--- src/cfg_regs_pkg.sv ---
`default_nettype none
package cfg_regs_pkg;

    // ------------
    // Register addresses (six-bit register index)
    // ------------
    localparam logic [5:0] ADDR_CONVERTER_MODE = 6'h01;
    localparam logic [5:0] ADDR_INTERFACE_MODE = 6'h02;
    localparam logic [5:0] ADDR_ID = 6'h07;
    localparam logic [5:0] ADDR_CHANNEL_BASE = 6'h10;
    localparam logic [5:0] ADDR_SETUP_CFG_BASE = 6'h20;
    localparam logic [5:0] ADDR_FILTER_CFG_BASE = 6'h28;
    localparam logic [5:0] ADDR_OFFSET_BASE = 6'h30;
    localparam logic [5:0] ADDR_GAIN_BASE = 6'h38;

    // ------------
    // Counts
    // ------------
    localparam int NUM_SETUPS = 4;
    localparam int NUM_CHANNELS = 4;

    // ------------
    // Reset values
    // ------------
    localparam logic [15:0] RST_CONVERTER_MODE = 16'h8000;
    localparam logic [15:0] RST_INTERFACE_MODE = 16'h0000;
    localparam logic [15:0] RST_CHANNEL_ZERO = 16'h8001;
    localparam logic [15:0] RST_CHANNEL_OTHER = 16'h0001;
    localparam logic [15:0] RST_SETUP_CFG = 16'h1320;
    localparam logic [15:0] RST_FILTER_CFG = 16'h0500;
    localparam logic [23:0] RST_OFFSET = 24'h800000;

    // Arbitrary identification value
    localparam logic [15:0] ID_VALUE = 16'h0A50;

    // ------------
    // Writable bit masks, reserved bits cleared
    // ------------
    localparam logic [15:0] MASK_CONVERTER_MODE = 16'hE77C;
    localparam logic [15:0] MASK_INTERFACE_MODE = 16'h19ED;
    localparam logic [15:0] MASK_CHANNEL = 16'hB3FF;
    localparam logic [15:0] MASK_SETUP_CFG = 16'h1FB0;
    localparam logic [15:0] MASK_FILTER_CFG = 16'h8F7F;

    // ------------
    // Field positions
    // ------------
    localparam int CM_REF_EN = 15;
    localparam int CM_HIDE = 14;
    localparam int CM_SING = 13;
    localparam int CM_DELAY_LSB = 8;
    localparam int CM_MODE_LSB = 4;
    localparam int CM_CLK_LSB = 2;
    localparam int CH_EN_BIT = 15;
    localparam int CH_SETUP_LSB = 12;
    localparam int SC_POLARITY_BIT = 12;

    // ------------
    // Operating mode codes
    // ------------
    localparam logic [2:0] MODE_CONTINUOUS = 3'h0;
    localparam logic [2:0] MODE_SINGLE = 3'h1;
    localparam logic [2:0] MODE_STANDBY = 3'h2;
    localparam logic [2:0] MODE_POWER_DOWN = 3'h3;
    localparam logic [2:0] MODE_INT_ZERO_CAL = 3'h4;
    localparam logic [2:0] MODE_SYS_ZERO_CAL = 3'h6;
    localparam logic [2:0] MODE_SYS_FULL_CAL = 3'h7;

    // ------------
    // Carriers
    // ------------
    typedef struct packed {
        logic ref_enable;
        logic suppress_settle_delay;
        logic single_cycle_settling;
        logic [2:0] delay;
        logic [2:0] mode;
        logic [1:0] clock_source_select;
    } converter_ctl_t;

    typedef struct packed {
        logic [15:0] setup_cfg;
        logic [15:0] filter_cfg;
        logic [23:0] offset;
        logic [23:0] gain;
    } setup_t;

endpackage
`default_nettype wire

--- src/adc_setup_and_mode_config_regs.sv ---
`timescale 1ns/1ns
`default_nettype none
// How it works
// [RULE1] Per-setup 24-bit gain, setup 0 at 0x38
// [RULE2] Gain loads factory trim at reset
// [RULE3] Gain replaced by write or full-scale cal
// [RULE4] Per-setup offset resets 0x800000, at 0x30
// [RULE5] Offset replaced by write or zero cal
// [RULE6] Mode selects conversion, standby, power, cal
// [RULE7] Mode holds clock select, reference enable
// [RULE8] Converter mode 16 bits, 0x01, 0x8000
// [RULE9] Interface mode sets word, checksum, status, read
// [RULE10] Interface mode 16 bits, 0x02, 0x0000
// [RULE11] Setup config 0 at 0x20, 0x1320
// [RULE12] Filter config 0 at 0x28, 0x0500
// [RULE13] Four setups, any channel any setup
// [RULE14] Host may leave coefficients unprogrammed
// [RULE15] Channel converts only when enable set
// [RULE16] Sequencer ascends then wraps to lowest
// [RULE17] Four identical register sets per setup
// [RULE18] Bipolar offset binary, unipolar straight binary
// [RULE19] Sequencer skips disabled channels
// [RULE20] Reserved bits read zero, writes ignored
module adc_setup_and_mode_config_regs (
    input wire logic clk_i,
    input wire logic rst_i,
    input wire logic ce_i,
    input wire logic [5:0] reg_addr_i,
    input wire logic reg_wr_i,
    input wire logic reg_rd_i,
    input wire logic [23:0] reg_wdata_i,
    output logic [23:0] reg_rdata_o,
    output logic reg_rvalid_o,
    output logic reg_hit_o,
    input wire logic [3:0][23:0] factory_gain_i,
    input wire logic conv_done_i,
    input wire logic [23:0] raw_result_i,
    input wire logic cal_done_i,
    input wire logic [23:0] cal_coeff_i,
    output cfg_regs_pkg::converter_ctl_t converter_ctl_o,
    output logic [15:0] interface_mode_o,
    output logic converting_o,
    output logic [1:0] active_channel_o,
    output logic [15:0] active_channel_cfg_o,
    output cfg_regs_pkg::setup_t active_setup_o,
    output logic [23:0] result_o,
    output logic [1:0] result_channel_o,
    output logic result_valid_o
);

    // ------------
    // Storage
    // ------------
    logic [15:0] converter_mode;
    logic [15:0] interface_mode;
    logic [15:0] channel_reg [cfg_regs_pkg::NUM_CHANNELS];
    logic [15:0] setup_cfg [cfg_regs_pkg::NUM_SETUPS];
    logic [15:0] filter_cfg [cfg_regs_pkg::NUM_SETUPS];
    logic [23:0] offset_coeff [cfg_regs_pkg::NUM_SETUPS];
    logic [23:0] gain_coeff [cfg_regs_pkg::NUM_SETUPS];

    logic [3:0] enable_mask;
    logic [1:0] seq_channel;
    logic any_enabled;
    logic [1:0] active_setup_sel;
    logic [2:0] mode;
    logic running;
    logic cal_mode;
    logic cal_write_gain;
    logic cal_write_offset;
    logic [23:0] coded;
    logic [15:0] next_converter_mode;

    // ------------
    // Address decode helpers
    // ------------
    // Matches a four-entry block, returns its index
    function automatic logic block_hit(
        input logic [5:0] addr,
        input logic [5:0] base
    );
        block_hit = (addr[5:2] == base[5:2]) && !addr[2];
    endfunction

    function automatic logic [1:0] block_index(input logic [5:0] addr);
        block_index = addr[1:0];
    endfunction

    // ------------
    // Mode decode
    // ------------
    // [RULE6] Mode field picks operation
    assign mode = converter_mode[cfg_regs_pkg::CM_MODE_LSB +: 3];
    assign running = (mode == cfg_regs_pkg::MODE_CONTINUOUS) ||
                     (mode == cfg_regs_pkg::MODE_SINGLE);
    assign cal_mode = (mode == cfg_regs_pkg::MODE_INT_ZERO_CAL) ||
                      (mode == cfg_regs_pkg::MODE_SYS_ZERO_CAL) ||
                      (mode == cfg_regs_pkg::MODE_SYS_FULL_CAL);
    assign converting_o = (running || cal_mode) && any_enabled;

    // [RULE3] Full-scale cal completion
    assign cal_write_gain = cal_done_i &&
        (mode == cfg_regs_pkg::MODE_SYS_FULL_CAL);
    // [RULE5] Internal or system zero cal
    assign cal_write_offset = cal_done_i &&
        ((mode == cfg_regs_pkg::MODE_INT_ZERO_CAL) ||
         (mode == cfg_regs_pkg::MODE_SYS_ZERO_CAL));

    // ------------
    // Channel enables and sequencing
    // ------------
    genvar g;
    generate
        for (g = 0; g < cfg_regs_pkg::NUM_CHANNELS; g++) begin : g_en
            // [RULE15] Enable is channel MSB
            assign enable_mask[g] = channel_reg[g][cfg_regs_pkg::CH_EN_BIT];
        end
    endgenerate

    // Only continuous mode steps on a result; every mode moves off a disabled channel
    channel_sequencer i_channel_sequencer (
        .clk_i(clk_i),
        .rst_i(rst_i),
        .ce_i(ce_i),
        .enable_mask_i(enable_mask),
        .advance_i(conv_done_i && converting_o &&
                   (mode == cfg_regs_pkg::MODE_CONTINUOUS)),
        .channel_o(seq_channel),
        .any_enabled_o(any_enabled)
    );

    assign active_channel_o = seq_channel;
    assign active_channel_cfg_o = channel_reg[seq_channel];

    // [RULE13] Channel picks any of four setups
    assign active_setup_sel =
        channel_reg[seq_channel][cfg_regs_pkg::CH_SETUP_LSB +: 2];
    assign active_setup_o = '{
        setup_cfg: setup_cfg[active_setup_sel],
        filter_cfg: filter_cfg[active_setup_sel],
        offset: offset_coeff[active_setup_sel],
        gain: gain_coeff[active_setup_sel]
    };

    // ------------
    // Converter mode register
    // ------------
    always_comb begin
        next_converter_mode = converter_mode;
        // [RULE20] Masked write
        if (reg_wr_i && reg_addr_i == cfg_regs_pkg::ADDR_CONVERTER_MODE) begin
            next_converter_mode = reg_wdata_i[15:0] &
                                  cfg_regs_pkg::MASK_CONVERTER_MODE;
        end
        // Single conversion and calibration end in standby
        if ((conv_done_i && mode == cfg_regs_pkg::MODE_SINGLE &&
             converting_o) || (cal_done_i && cal_mode)) begin
            next_converter_mode[cfg_regs_pkg::CM_MODE_LSB +: 3] =
                cfg_regs_pkg::MODE_STANDBY;
        end
    end

    // [RULE8] Converter mode reset value
    always_ff @(posedge clk_i) begin
        if (rst_i) begin
            converter_mode <= cfg_regs_pkg::RST_CONVERTER_MODE;
        end else if (ce_i) begin
            converter_mode <= next_converter_mode;
        end
    end

    // [RULE7] Clock source and reference enable
    assign converter_ctl_o = '{
        ref_enable: converter_mode[cfg_regs_pkg::CM_REF_EN],
        suppress_settle_delay: converter_mode[cfg_regs_pkg::CM_HIDE],
        single_cycle_settling: converter_mode[cfg_regs_pkg::CM_SING],
        delay: converter_mode[cfg_regs_pkg::CM_DELAY_LSB +: 3],
        mode: mode,
        clock_source_select: converter_mode[cfg_regs_pkg::CM_CLK_LSB +: 2]
    };

    // ------------
    // Interface mode register
    // ------------
    // [RULE10] Interface mode at 0x02
    always_ff @(posedge clk_i) begin
        if (rst_i) begin
            interface_mode <= cfg_regs_pkg::RST_INTERFACE_MODE;
        end else if (ce_i && reg_wr_i &&
                     reg_addr_i == cfg_regs_pkg::ADDR_INTERFACE_MODE) begin
            // [RULE9] Word, checksum, status, read
            interface_mode <= reg_wdata_i[15:0] &
                              cfg_regs_pkg::MASK_INTERFACE_MODE;
        end
    end

    assign interface_mode_o = interface_mode;

    // ------------
    // Channel registers
    // ------------
    always_ff @(posedge clk_i) begin
        for (int i = 0; i < cfg_regs_pkg::NUM_CHANNELS; i++) begin
            if (rst_i) begin
                channel_reg[i] <= (i == 0) ? cfg_regs_pkg::RST_CHANNEL_ZERO
                                           : cfg_regs_pkg::RST_CHANNEL_OTHER;
            end else if (ce_i && reg_wr_i &&
                         block_hit(reg_addr_i,
                                   cfg_regs_pkg::ADDR_CHANNEL_BASE) &&
                         block_index(reg_addr_i) == 2'(i)) begin
                channel_reg[i] <= reg_wdata_i[15:0] &
                                  cfg_regs_pkg::MASK_CHANNEL;
            end
        end
    end

    // ------------
    // Setup and filter configuration
    // ------------
    // [RULE17] Identical set per setup
    always_ff @(posedge clk_i) begin
        for (int i = 0; i < cfg_regs_pkg::NUM_SETUPS; i++) begin
            if (rst_i) begin
                // [RULE11] Setup config reset
                setup_cfg[i] <= cfg_regs_pkg::RST_SETUP_CFG;
                // [RULE12] Filter config reset
                filter_cfg[i] <= cfg_regs_pkg::RST_FILTER_CFG;
            end else if (ce_i && reg_wr_i &&
                         block_index(reg_addr_i) == 2'(i)) begin
                if (block_hit(reg_addr_i,
                              cfg_regs_pkg::ADDR_SETUP_CFG_BASE)) begin
                    setup_cfg[i] <= reg_wdata_i[15:0] &
                                    cfg_regs_pkg::MASK_SETUP_CFG;
                end
                if (block_hit(reg_addr_i,
                              cfg_regs_pkg::ADDR_FILTER_CFG_BASE)) begin
                    filter_cfg[i] <= reg_wdata_i[15:0] &
                                     cfg_regs_pkg::MASK_FILTER_CFG;
                end
            end
        end
    end

    // ------------
    // Offset coefficients
    // ------------
    // Cal result wins over a host write in the same cycle
    always_ff @(posedge clk_i) begin
        for (int i = 0; i < cfg_regs_pkg::NUM_SETUPS; i++) begin
            if (rst_i) begin
                // [RULE4] Offset reset value
                offset_coeff[i] <= cfg_regs_pkg::RST_OFFSET;
            end else if (ce_i) begin
                if (cal_write_offset && active_setup_sel == 2'(i)) begin
                    // [RULE5] Zero cal overwrite
                    offset_coeff[i] <= cal_coeff_i;
                end else if (reg_wr_i && block_index(reg_addr_i) == 2'(i) &&
                             block_hit(reg_addr_i,
                                       cfg_regs_pkg::ADDR_OFFSET_BASE)) begin
                    offset_coeff[i] <= reg_wdata_i;
                end
            end
        end
    end

    // ------------
    // Gain coefficients
    // ------------
    always_ff @(posedge clk_i) begin
        for (int i = 0; i < cfg_regs_pkg::NUM_SETUPS; i++) begin
            if (rst_i) begin
                // [RULE2] Factory trim at reset
                gain_coeff[i] <= factory_gain_i[i];
            end else if (ce_i) begin
                if (cal_write_gain && active_setup_sel == 2'(i)) begin
                    // [RULE3] Full-scale cal overwrite
                    gain_coeff[i] <= cal_coeff_i;
                end else if (reg_wr_i && block_index(reg_addr_i) == 2'(i) &&
                             block_hit(reg_addr_i,
                                       cfg_regs_pkg::ADDR_GAIN_BASE)) begin
                    gain_coeff[i] <= reg_wdata_i;
                end
            end
        end
    end

    // ------------
    // Register read
    // ------------
    // [RULE1] Readable coefficient window
    always_ff @(posedge clk_i) begin
        if (rst_i) begin
            reg_rdata_o <= 24'h000000;
            reg_rvalid_o <= 1'b0;
            reg_hit_o <= 1'b0;
        end else if (ce_i) begin
            reg_rvalid_o <= reg_rd_i;
            reg_hit_o <= 1'b1;
            // [RULE20] Unmapped and reserved read zero
            reg_rdata_o <= 24'h000000;
            if (reg_rd_i) begin
                if (reg_addr_i == cfg_regs_pkg::ADDR_CONVERTER_MODE) begin
                    reg_rdata_o <= {8'h00, converter_mode};
                end else if (reg_addr_i ==
                             cfg_regs_pkg::ADDR_INTERFACE_MODE) begin
                    reg_rdata_o <= {8'h00, interface_mode};
                end else if (reg_addr_i == cfg_regs_pkg::ADDR_ID) begin
                    reg_rdata_o <= {8'h00, cfg_regs_pkg::ID_VALUE};
                end else if (block_hit(reg_addr_i,
                                       cfg_regs_pkg::ADDR_CHANNEL_BASE)) begin
                    reg_rdata_o <= {8'h00,
                                    channel_reg[block_index(reg_addr_i)]};
                end else if (block_hit(reg_addr_i,
                                   cfg_regs_pkg::ADDR_SETUP_CFG_BASE)) begin
                    reg_rdata_o <= {8'h00,
                                    setup_cfg[block_index(reg_addr_i)]};
                end else if (block_hit(reg_addr_i,
                                   cfg_regs_pkg::ADDR_FILTER_CFG_BASE)) begin
                    reg_rdata_o <= {8'h00,
                                    filter_cfg[block_index(reg_addr_i)]};
                end else if (block_hit(reg_addr_i,
                                       cfg_regs_pkg::ADDR_OFFSET_BASE)) begin
                    reg_rdata_o <= offset_coeff[block_index(reg_addr_i)];
                end else if (block_hit(reg_addr_i,
                                       cfg_regs_pkg::ADDR_GAIN_BASE)) begin
                    reg_rdata_o <= gain_coeff[block_index(reg_addr_i)];
                end else begin
                    reg_hit_o <= 1'b0;
                end
            end
        end
    end

    // ------------
    // Result coding
    // ------------
    result_coder i_result_coder (
        .raw_i(raw_result_i),
        .bipolar_i(active_setup_o.setup_cfg[cfg_regs_pkg::SC_POLARITY_BIT]),
        .coded_o(coded)
    );

    // Calibration cycles produce no result word
    always_ff @(posedge clk_i) begin
        if (rst_i) begin
            result_o <= 24'h000000;
            result_channel_o <= 2'h0;
            result_valid_o <= 1'b0;
        end else if (ce_i) begin
            // [RULE15] Report only while any channel is enabled
            result_valid_o <= conv_done_i && running && any_enabled;
            if (conv_done_i && running && any_enabled) begin
                result_o <= coded;
                result_channel_o <= seq_channel;
            end
        end
    end

endmodule
`default_nettype wire

--- src/channel_sequencer.sv ---
`timescale 1ns/1ns
`default_nettype none
module channel_sequencer (
    input wire logic clk_i,
    input wire logic rst_i,
    input wire logic ce_i,
    input wire logic [3:0] enable_mask_i,
    input wire logic advance_i,
    output logic [1:0] channel_o,
    output logic any_enabled_o
);

    // Next enabled channel above cur, wrapping to the lowest
    function automatic logic [1:0] next_enabled(
        input logic [3:0] mask,
        input logic [1:0] cur
    );
        logic [1:0] idx;
        logic found;
        next_enabled = cur;
        found = 1'b0;
        for (int i = 1; i <= 4; i++) begin
            idx = 2'(cur + 2'(i));
            if (!found && mask[idx]) begin
                next_enabled = idx;
                found = 1'b1;
            end
        end
    endfunction

    assign any_enabled_o = |enable_mask_i;

    // [RULE16] Ascending order, wrap
    // [RULE19] Disabled channels skipped
    always_ff @(posedge clk_i) begin
        if (rst_i) begin
            channel_o <= 2'h0;
        end else if (ce_i) begin
            if (advance_i || !enable_mask_i[channel_o]) begin
                channel_o <= next_enabled(enable_mask_i, channel_o);
            end
        end
    end

endmodule
`default_nettype wire

--- src/result_coder.sv ---
`timescale 1ns/1ns
`default_nettype none
module result_coder (
    input wire logic [23:0] raw_i,
    input wire logic bipolar_i,
    output logic [23:0] coded_o
);

    // [RULE18] Offset or straight binary
    always_comb begin
        if (bipolar_i) begin
            coded_o = {~raw_i[23], raw_i[22:0]};
        end else if (raw_i[23]) begin
            // Unipolar cannot show negative inputs
            coded_o = 24'h000000;
        end else begin
            coded_o = {raw_i[22:0], 1'b0};
        end
    end

endmodule
`default_nettype wire
--- config.mk ---
export PLATFORM = sky130hd
export DESIGN_NAME = adc_setup_and_mode_config_regs
export DESIGN_NICKNAME = d
export VERILOG_FILES = /design/src/cfg_regs_pkg.sv /design/src/adc_setup_and_mode_config_regs.sv /design/src/channel_sequencer.sv /design/src/result_coder.sv
export SDC_FILE = /design/constraint.sdc
export NUM_CORES = 1
export LEC_CHECK = 0
export BUFFER_PORTS_ARGS = -buffer_cell sky130_fd_sc_hd__buf_2
export CAP_MARGIN = 20
export CORE_AREA = 2 2 205 247
export CTS_CLUSTER_DIAMETER = 60
export DETAILED_ROUTE_END_ITERATION = 8
export DIE_AREA = 0 0 207 249
export PLACE_DENSITY = 0.66
export SYNTH_ARGS = -nofsm -noshare
export SYNTH_HDL_FRONTEND = slang
export SYNTH_SLANG_ARGS = --single-unit
--- constraint.sdc ---
create_clock -name clk_i -period 3.6 [get_ports clk_i]
set_input_delay 0.72 -clock clk_i [delete_from_list [all_inputs] [get_ports clk_i]]
set_output_delay 0.72 -clock clk_i [all_outputs]
set_load 0.05 [all_outputs]
==> summary.md, run 1 <==
| Metric | Value |
|---|---|
| FF-to-FF End | `gain_coeff[3][10]` |
| Initial DRC Count | `1,939` |
| Syn avg cell area | `~13 µm²` |
| Total power | `roughly 0.013 W` |
| R2R Setup Slk | `between 600 and 700 ps` |
| Final hold slack | `419 ps` |
| Async SR Flop Fraction | `0` |
| # DRC | `0` |
| Worst min path class | `in -> reg` |
| Final Cell Area | `26,100 µm²` |
| Flops & latches, synth | `~400` |
| Maximum fanout along the worst path | `32` |
| NumNets Final | `around 2,200` |
| Final GP Congestion | `between 0.9 and 1` |
| Root Driver | `clkbuf_16` |
| Initial antenna violation count | `5` |
| Cts-stage hold buffer count | `0` |
| Fin. Hold Viols | `0` |
| Site Rows | `89` |
| DP Area | `between 20,000 and 25,000 µm²` |
| Die Wd | `a little over 200 µm` |
| Gr ovfl total | `0` |
| Number of global-route vias before repair | `~17,000` |
| Worst VDD drop | `about 0.27 mV` |
| R2r worst-path depth | `7` |
| Worst-Margin Slew | `~900 ps` |
| RSZ-0062 raised after global routing | `false` |
| Crit path kind | `reg -> out` |
| Area of the core | `slightly below 50,000 µm²` |
| Largest net degree at the start of global routing | `between 60 and 70` |
| Syn-to-layout area delta | `17.1%` |
| Crit path to | `active_setup_o[16]` |
| Distinct cell type count after synthesis | `just under 80` |
| Stages on worst setup path | `5` |
| Worst Path Buf+Inv | `3` |
| WL final | `75,200 µm` |
| R2R Path Start | `channel_reg[2][10]` |
| Pre-Repair DR Iteration Count | `5` |
| Required @ worst endpoint | `2880 ps` |
| Placed wire-length estimate | `roughly 53,000 µm` |
| Max Fclk | `around 280 MHz` |
| Setup repair bufs after CTS | `0` |
| Top FF cell, synth | `edfxtp_1` |
| Outcome | `completed` |
| First-pass GRT wire length | `between 100,000 and 150,000 µm` |
| Worst skew pair latency | `roughly 580 ps` |
| Critical Path AT | `~2800 ps` |
| Post-synth EDFFs | `324` |
| LEAKAGE | `10.2 nW` |
| Setup Viol. Count Final | `0` |
| Seq/Total Area, Yosys | `0.505` |
| Slowest-stage cell, CP | `dfxtp_1` |
| Critical Path Max Stage Delay | `~500 ps` |
| H-tree depth | `2` |
| Via count | `between 15,000 and 20,000` |
| Cell Chain, Critical Path | `mux2_2 -> clkinv_2 -> buf_4 -> mux4_2 -> buf_2` |
| Cell area power density | `just over 500 nW/µm²` |
| TNS Setup | `0 ps` |
| Total CTS buffers | `42` |
| Final Skew | `17.2 ps` |
| I/O pin count | `360` |
| Period utilization | `0.979` |
| Worst setup EP type | `output pin` |
| Critical path startpoint category | `register` |
| Routed Antenna Nets | `0` |
| Hold path depth | `2` |
| Maxcap violations | `0` |
| Per-cell routed wire length | `between 20 and 30 µm` |
| IO buf count | `between 300 and 400` |
| Slew HR | `0.394` |
| Tmin final | `3520 ps` |
| Die height | `249 µm` |
| Core Util, Final | `0.533` |
| CP top delay family | `multiplexers` |
| Die area | `a little over 50,000 µm²` |
| Clock buffer depth | `3` |
| Clk slew on worst S/H paths | `about 70 ps` |
| TritonCTS clock tree | `built` |
| Starting density of the core | `0.455` |
| Ys Warns | `0` |
| Max Slew Vio Count | `0` |
| Syn Inst Count | `roughly 1,800` |
| Layout cells sized above 1 | `0.331` |
| Drt via density | `roughly 6.4` |
| CTS sink count | `about 400` |
| All-Layer GR Usage | `0.288` |
| Mapped Area | `between 20,000 and 25,000 µm²` |
cell usage in the layout, fill, tap and decap left out, types with 12 or more instances in the layout:
cell type	instances
a211oi_1	25
a21o_1	28
a21oi_1	67
a22o_1	128
a22oi_1	33
a31oi_1	26
and2_1	100
buf_2	334
buf_4	76
clkbuf_16	43
conb_1	22
dfxtp_1	76
edfxtp_1	324
mux2i_1	69
mux4_2	162
nand2_1	108
nor2_1	110
nor2b_1	12
nor3_1	36
o21ai_0	27
o21bai_1	31
or3_1	30
layout make-up:
type	instances	area [µm²]
fillers	4245	22900
flip-flops and latches	401	11300
multi-input cells	1142	10100
repair buffers	421	2450
clock buffers	49	1100
well taps	637	797
clock inverters	27	320
inverters	14	61.3
diodes	4	10.0
metrics by stage:
| step | worst slack (ps) | cells |
|---|---|---|
| floorplan | 401 | 1794 |
| detailed placement | 434 | 2615 |
| global placement | 489 | 2615 |
| CTS | 24.8 | 2691 |
| finish | 75.4 | 2695 |
| global route | 18.7 | 2694 |
power breakdown:
group	total [W]	switching (W)	internal (W)
Sequential	0.00541	0.000147	0.00526
Combinational	0.00321	0.00219	0.00101
Clock	0.00458	0.00189	0.00269
worst reg2reg max path, cell delays in order, from the launching register on:
cell and delay, ps:
edfxtp_1 450, mux2_4 320, o21ai_4 280, inv_8 160, and2_1 310, a2111oi_4 450, buf_4 500, o21ai_0 240
synth_stat cells (5+ instances only):
cell type	n	share of area
a211oi_1	26	0.0087
o22ai_1	9	0.0025
or3_1	30	0.0084
a21oi_1	67	0.015
a22oi_1	33	0.011
and2_1	100	0.028
mux4_2	162	0.16
nor2b_1	12	0.0034
buf_4	28	0.0094
a31oi_1	26	0.0073
clkbuf_1	144	0.024
o21ai_0	27	0.0061
edfxtp_1	324	0.44
a211o_1	5	0.0020
buf_1	17	0.0029
o21bai_1	31	0.010
a22o_1	128	0.050
inv_1	10	0.0017
nand2_1	108	0.018
nor2_1	111	0.019
a221o_1	5	0.0022
dfxtp_1	77	0.069
a21o_1	28	0.0094
nand2b_1	5	0.0014
buf_2	47	0.011
nor4b_1	6	0.0024
o21ai_1	5	0.0011
mux2i_1	70	0.031
nand3_1	9	0.0020
nor3_1	40	0.0090
how the worst min path moves through the flow:
stage	startpoint	endpoint	slack [ps]
2_1_floorplan	reg_rdata_o[5]	reg_rdata_o[5]	660
3_3_place_gp	reg_rdata_o[1]	reg_rdata_o[1]	430
3_5_place_dp	result_o[0]	result_o[0]	440
4_1_cts	factory_gain_i[59]	gain_coeff[2][11]	390
5_1_grt	factory_gain_i[59]	gain_coeff[2][11]	410
6_report	factory_gain_i[59]	gain_coeff[2][11]	420
cells by family after synthesis:
logic type / Yosys count / synth area share
compound gates: 424 / 0.142
xor+xnor: 3 / 0.00118
buf+inv: 251 / 0.0499
flops: 401 / 0.505
mux: 237 / 0.198
other cells: 1 / 0.000168
simple gates: 456 / 0.104
per-layer routing:
metal / GRT usage / part of all wire / vias up
met1: 0.393 / 0.38 / 8671
li1: - / - / 7385
met3: 0.0484 / 0.099 / 130
met5: 0 / 0.00037 / -
met4: 0.103 / 0.035 / 4
met2: 0.467 / 0.48 / 1070
timing repair:
action,in CTS,in global routing
gates resized for setup,2,1
setup endpoints to repair,48,37
hold endpoints to repair,0,0
Power figures use the tool's default switching activity.
==> inputs of run 2 (changes only) <==
--- a/config.mk
+++ b/config.mk
@@ -8,6 +8,7 @@
 export BUFFER_PORTS_ARGS = -buffer_cell sky130_fd_sc_hd__buf_2
 export CAP_MARGIN = 20
 export CORE_AREA = 2 2 205 247
+export CTS_BUF_LIST = sky130_fd_sc_hd__clkbuf_16
 export CTS_CLUSTER_DIAMETER = 60
 export DETAILED_ROUTE_END_ITERATION = 8
 export DIE_AREA = 0 0 207 249
==> run 2 against run 1 <==
Net effect: hold slack got worse by 6.0 ps; critical path depth did not move; clock skew rose by 1.8 ps; register-to-register slack barely moved; global-route usage did not move; count of clock-buffer cells in the layout fell by 6; worst setup slack got worse by 1.4 ps.
==> summary.md, run 2 (synthesized netlist as in run 1, its figures left out) <==
| Metric | Value |
|---|---|
| Outcome | `completed` |
| Layout cells sized above 1 | `0.331` |
| CP top delay family | `multiplexers` |
| H-tree depth | `2` |
| Area of the multi-input gates | `10,100 µm²` |
| NumNets Final | `2,203` |
| Slew HR | `0.390` |
| Site Rows | `89` |
| Die height | `249 µm` |
| Clk slew on worst S/H paths | `~70 ps` |
| Cell area power density | `~500 nW/µm²` |
| Crit path to | `active_setup_o[16]` |
| Crit path kind | `reg -> out` |
| Syn-to-layout area delta | `17.1%` |
| Worst setup EP type | `output pin` |
| Total power | `roughly 0.013 W` |
| R2R Setup Slk | `around 600 ps` |
| Initial DRC Count | `about 1,900` |
| Clock Power Share | `0.347` |
| Core Util, Final | `0.533` |
| Worst-Margin Slew | `just over 900 ps` |
| Max Fclk | `between 200 and 300 MHz` |
| Critical Path AT | `2810 ps` |
| FF-to-FF End | `gain_coeff[3][10]` |
| Initial antenna violation count | `5` |
| Required @ worst endpoint | `roughly 2900 ps` |
| Routed Antenna Nets | `0` |
| RSZ-0062 raised after global routing | `false` |
| DP Area | `around 25,000 µm²` |
| Fin. Hold Viols | `0` |
| Hold path depth | `2` |
| Total CTS buffers | `42` |
| Worst Path Buf+Inv | `3` |
| Comb pwr share | `0.243` |
| # DRC | `0` |
| I/O pin count | `360` |
| Switching power | `between 0.004 and 0.005 W` |
| Die Wd | `207 µm` |
| Via count | `about 17,000` |
| R2r worst-path depth | `7` |
| Drt via density | `approximately 6.4` |
| Maxcap violations | `0` |
| Period utilization | `0.979` |
| Sw Share | `0.321` |
| Starting density of the core | `0.455` |
| CTS sink count | `401` |
| Per-cell routed wire length | `about 28 µm` |
| Commonest non-fill, non-tap cell in the layout | `buf_2` |
| Tmin final | `between 3000 and 4000 ps` |
| Placed wire-length estimate | `~53,000 µm` |
| P_int | `0.00895 W` |
| Highest-count cells in the layout ignoring fill and taps | `buf_2, edfxtp_1, mux4_2` |
| FF/Latch Area | `11,300 µm²` |
| Worst VDD drop | `approximately 0.27 mV` |
| Die area | `51,500 µm²` |
| Sequential fraction of design power | `0.410` |
| Gr ovfl total | `0` |
| Number of global-route vias before repair | `16,800` |
| All-Layer GR Usage | `0.288` |
| Critical Path Max Stage Delay | `slightly above 500 ps` |
| TritonCTS clock tree | `built` |
| Largest net degree at the start of global routing | `64` |
| Area of the core | `roughly 50,000 µm²` |
| Final GP Congestion | `0.920` |
| TNS Setup | `0 ps` |
| Cell Chain, Critical Path | `mux2_2 -> clkinv_2 -> buf_4 -> mux4_2 -> buf_2` |
| R2R Path Start | `channel_reg[2][10]` |
| Root Driver | `clkbuf_16` |
| WL final | `between 70,000 and 80,000 µm` |
| Clock buffer depth | `3` |
| Final hold slack | `413 ps` |
| Setup Viol. Count Final | `0` |
| Final Cell Area | `between 20,000 and 30,000 µm²` |
| Final Skew | `approximately 19 ps` |
| Pre-Repair DR Iteration Count | `5` |
| IO buf count | `337` |
| Worst skew pair latency | `roughly 580 ps` |
| LEAKAGE | `10.2 nW` |
| Slowest-stage cell, CP | `dfxtp_1` |
| First-pass GRT wire length | `112,000 µm` |
| Maximum fanout along the worst path | `32` |
| Stages on worst setup path | `5` |
| Critical path startpoint category | `register` |
| Worst min path class | `in -> reg` |
| Fillers | `approximately 4,200` |
| Max Slew Vio Count | `0` |
==> run 2: cell types whose count changed in the layout (fill, tap and decap cells not counted), sizes merged <==
| cell | change |
|---|---|
| clkbuf | -6 |
| inv | +6 |
| diode | -1 |
==> run 2: stage by stage <==
| stage | std cells | worst slack, ps |
|---|---|---|
| after global routing | 2694 | 18.7 |
| final | 2694 | 74.1 |
| after CTS | 2691 | 24.8 |
| after floorplan | 1794 | 401 |
| after global placement | 2615 | 489 |
| after detailed placement | 2615 | 434 |
==> run 2: cell type report <==
| type | instances | share of cell area |
|---|---|---|
| Sequential cell | 401 | 0.431 |
| Multi-Input combinational cell | 1142 | 0.387 |
| Timing Repair Buffer | 421 | 0.0939 |
| Clock buffer | 43 | 0.0412 |
| Tap cell | 637 | 0.0305 |
| Clock inverter | 33 | 0.0131 |
| Inverter | 14 | 0.00235 |
| Antenna cell | 3 | 0.000287 |
==> run 2: worst register-to-register path: stages, from the launching register on <==
cell and delay (ps):
edfxtp_1 450, mux2_4 320, o21ai_4 280, inv_8 160
and2_1 320, a2111oi_4 450, buf_4 500, o21ai_0 240
==> run 2: per-layer routing <==
layer,part of all wire,global-route usage,up-vias
met5,0.00037,0,-
met4,0.034,0.103,4
met3,0.10,0.0484,132
met2,0.48,0.467,1085
met1,0.38,0.393,8617
li1,-,-,7388
==> run 2: what timing repair did <==
item | 4_1_cts | 5_1_grt
hold buffers | 0 | 0
setup buffers | 0 | 0
setup endpoints to repair | 48 | 37
gates resized for setup | 2 | 1
==> run 2: how the worst min path moves through the flow <==
stage | start | to | slack, ps
CTS | factory_gain_i[59] | gain_coeff[2][11] | 390
finish | factory_gain_i[59] | gain_coeff[2][11] | 410
detailed placement | result_o[0] | result_o[0] | 440
global route | factory_gain_i[59] | gain_coeff[2][11] | 410
global placement | reg_rdata_o[1] | reg_rdata_o[1] | 430
floorplan | reg_rdata_o[5] | reg_rdata_o[5] | 660
==> run 2: power by group through the flow <==
stage / sequential (W) / clock [W] / combinational (W)
finish: 0.00541 / 0.00457 / 0.00321
global route: 0.00544 / 0.00476 / 0.00332
CTS: 0.00540 / 0.00462 / 0.00321
detailed placement: 0.00550 / 0 / 0.00319
global placement: 0.00548 / 0 / 0.00318
floorplan: 0.00555 / 0 / 0.00222
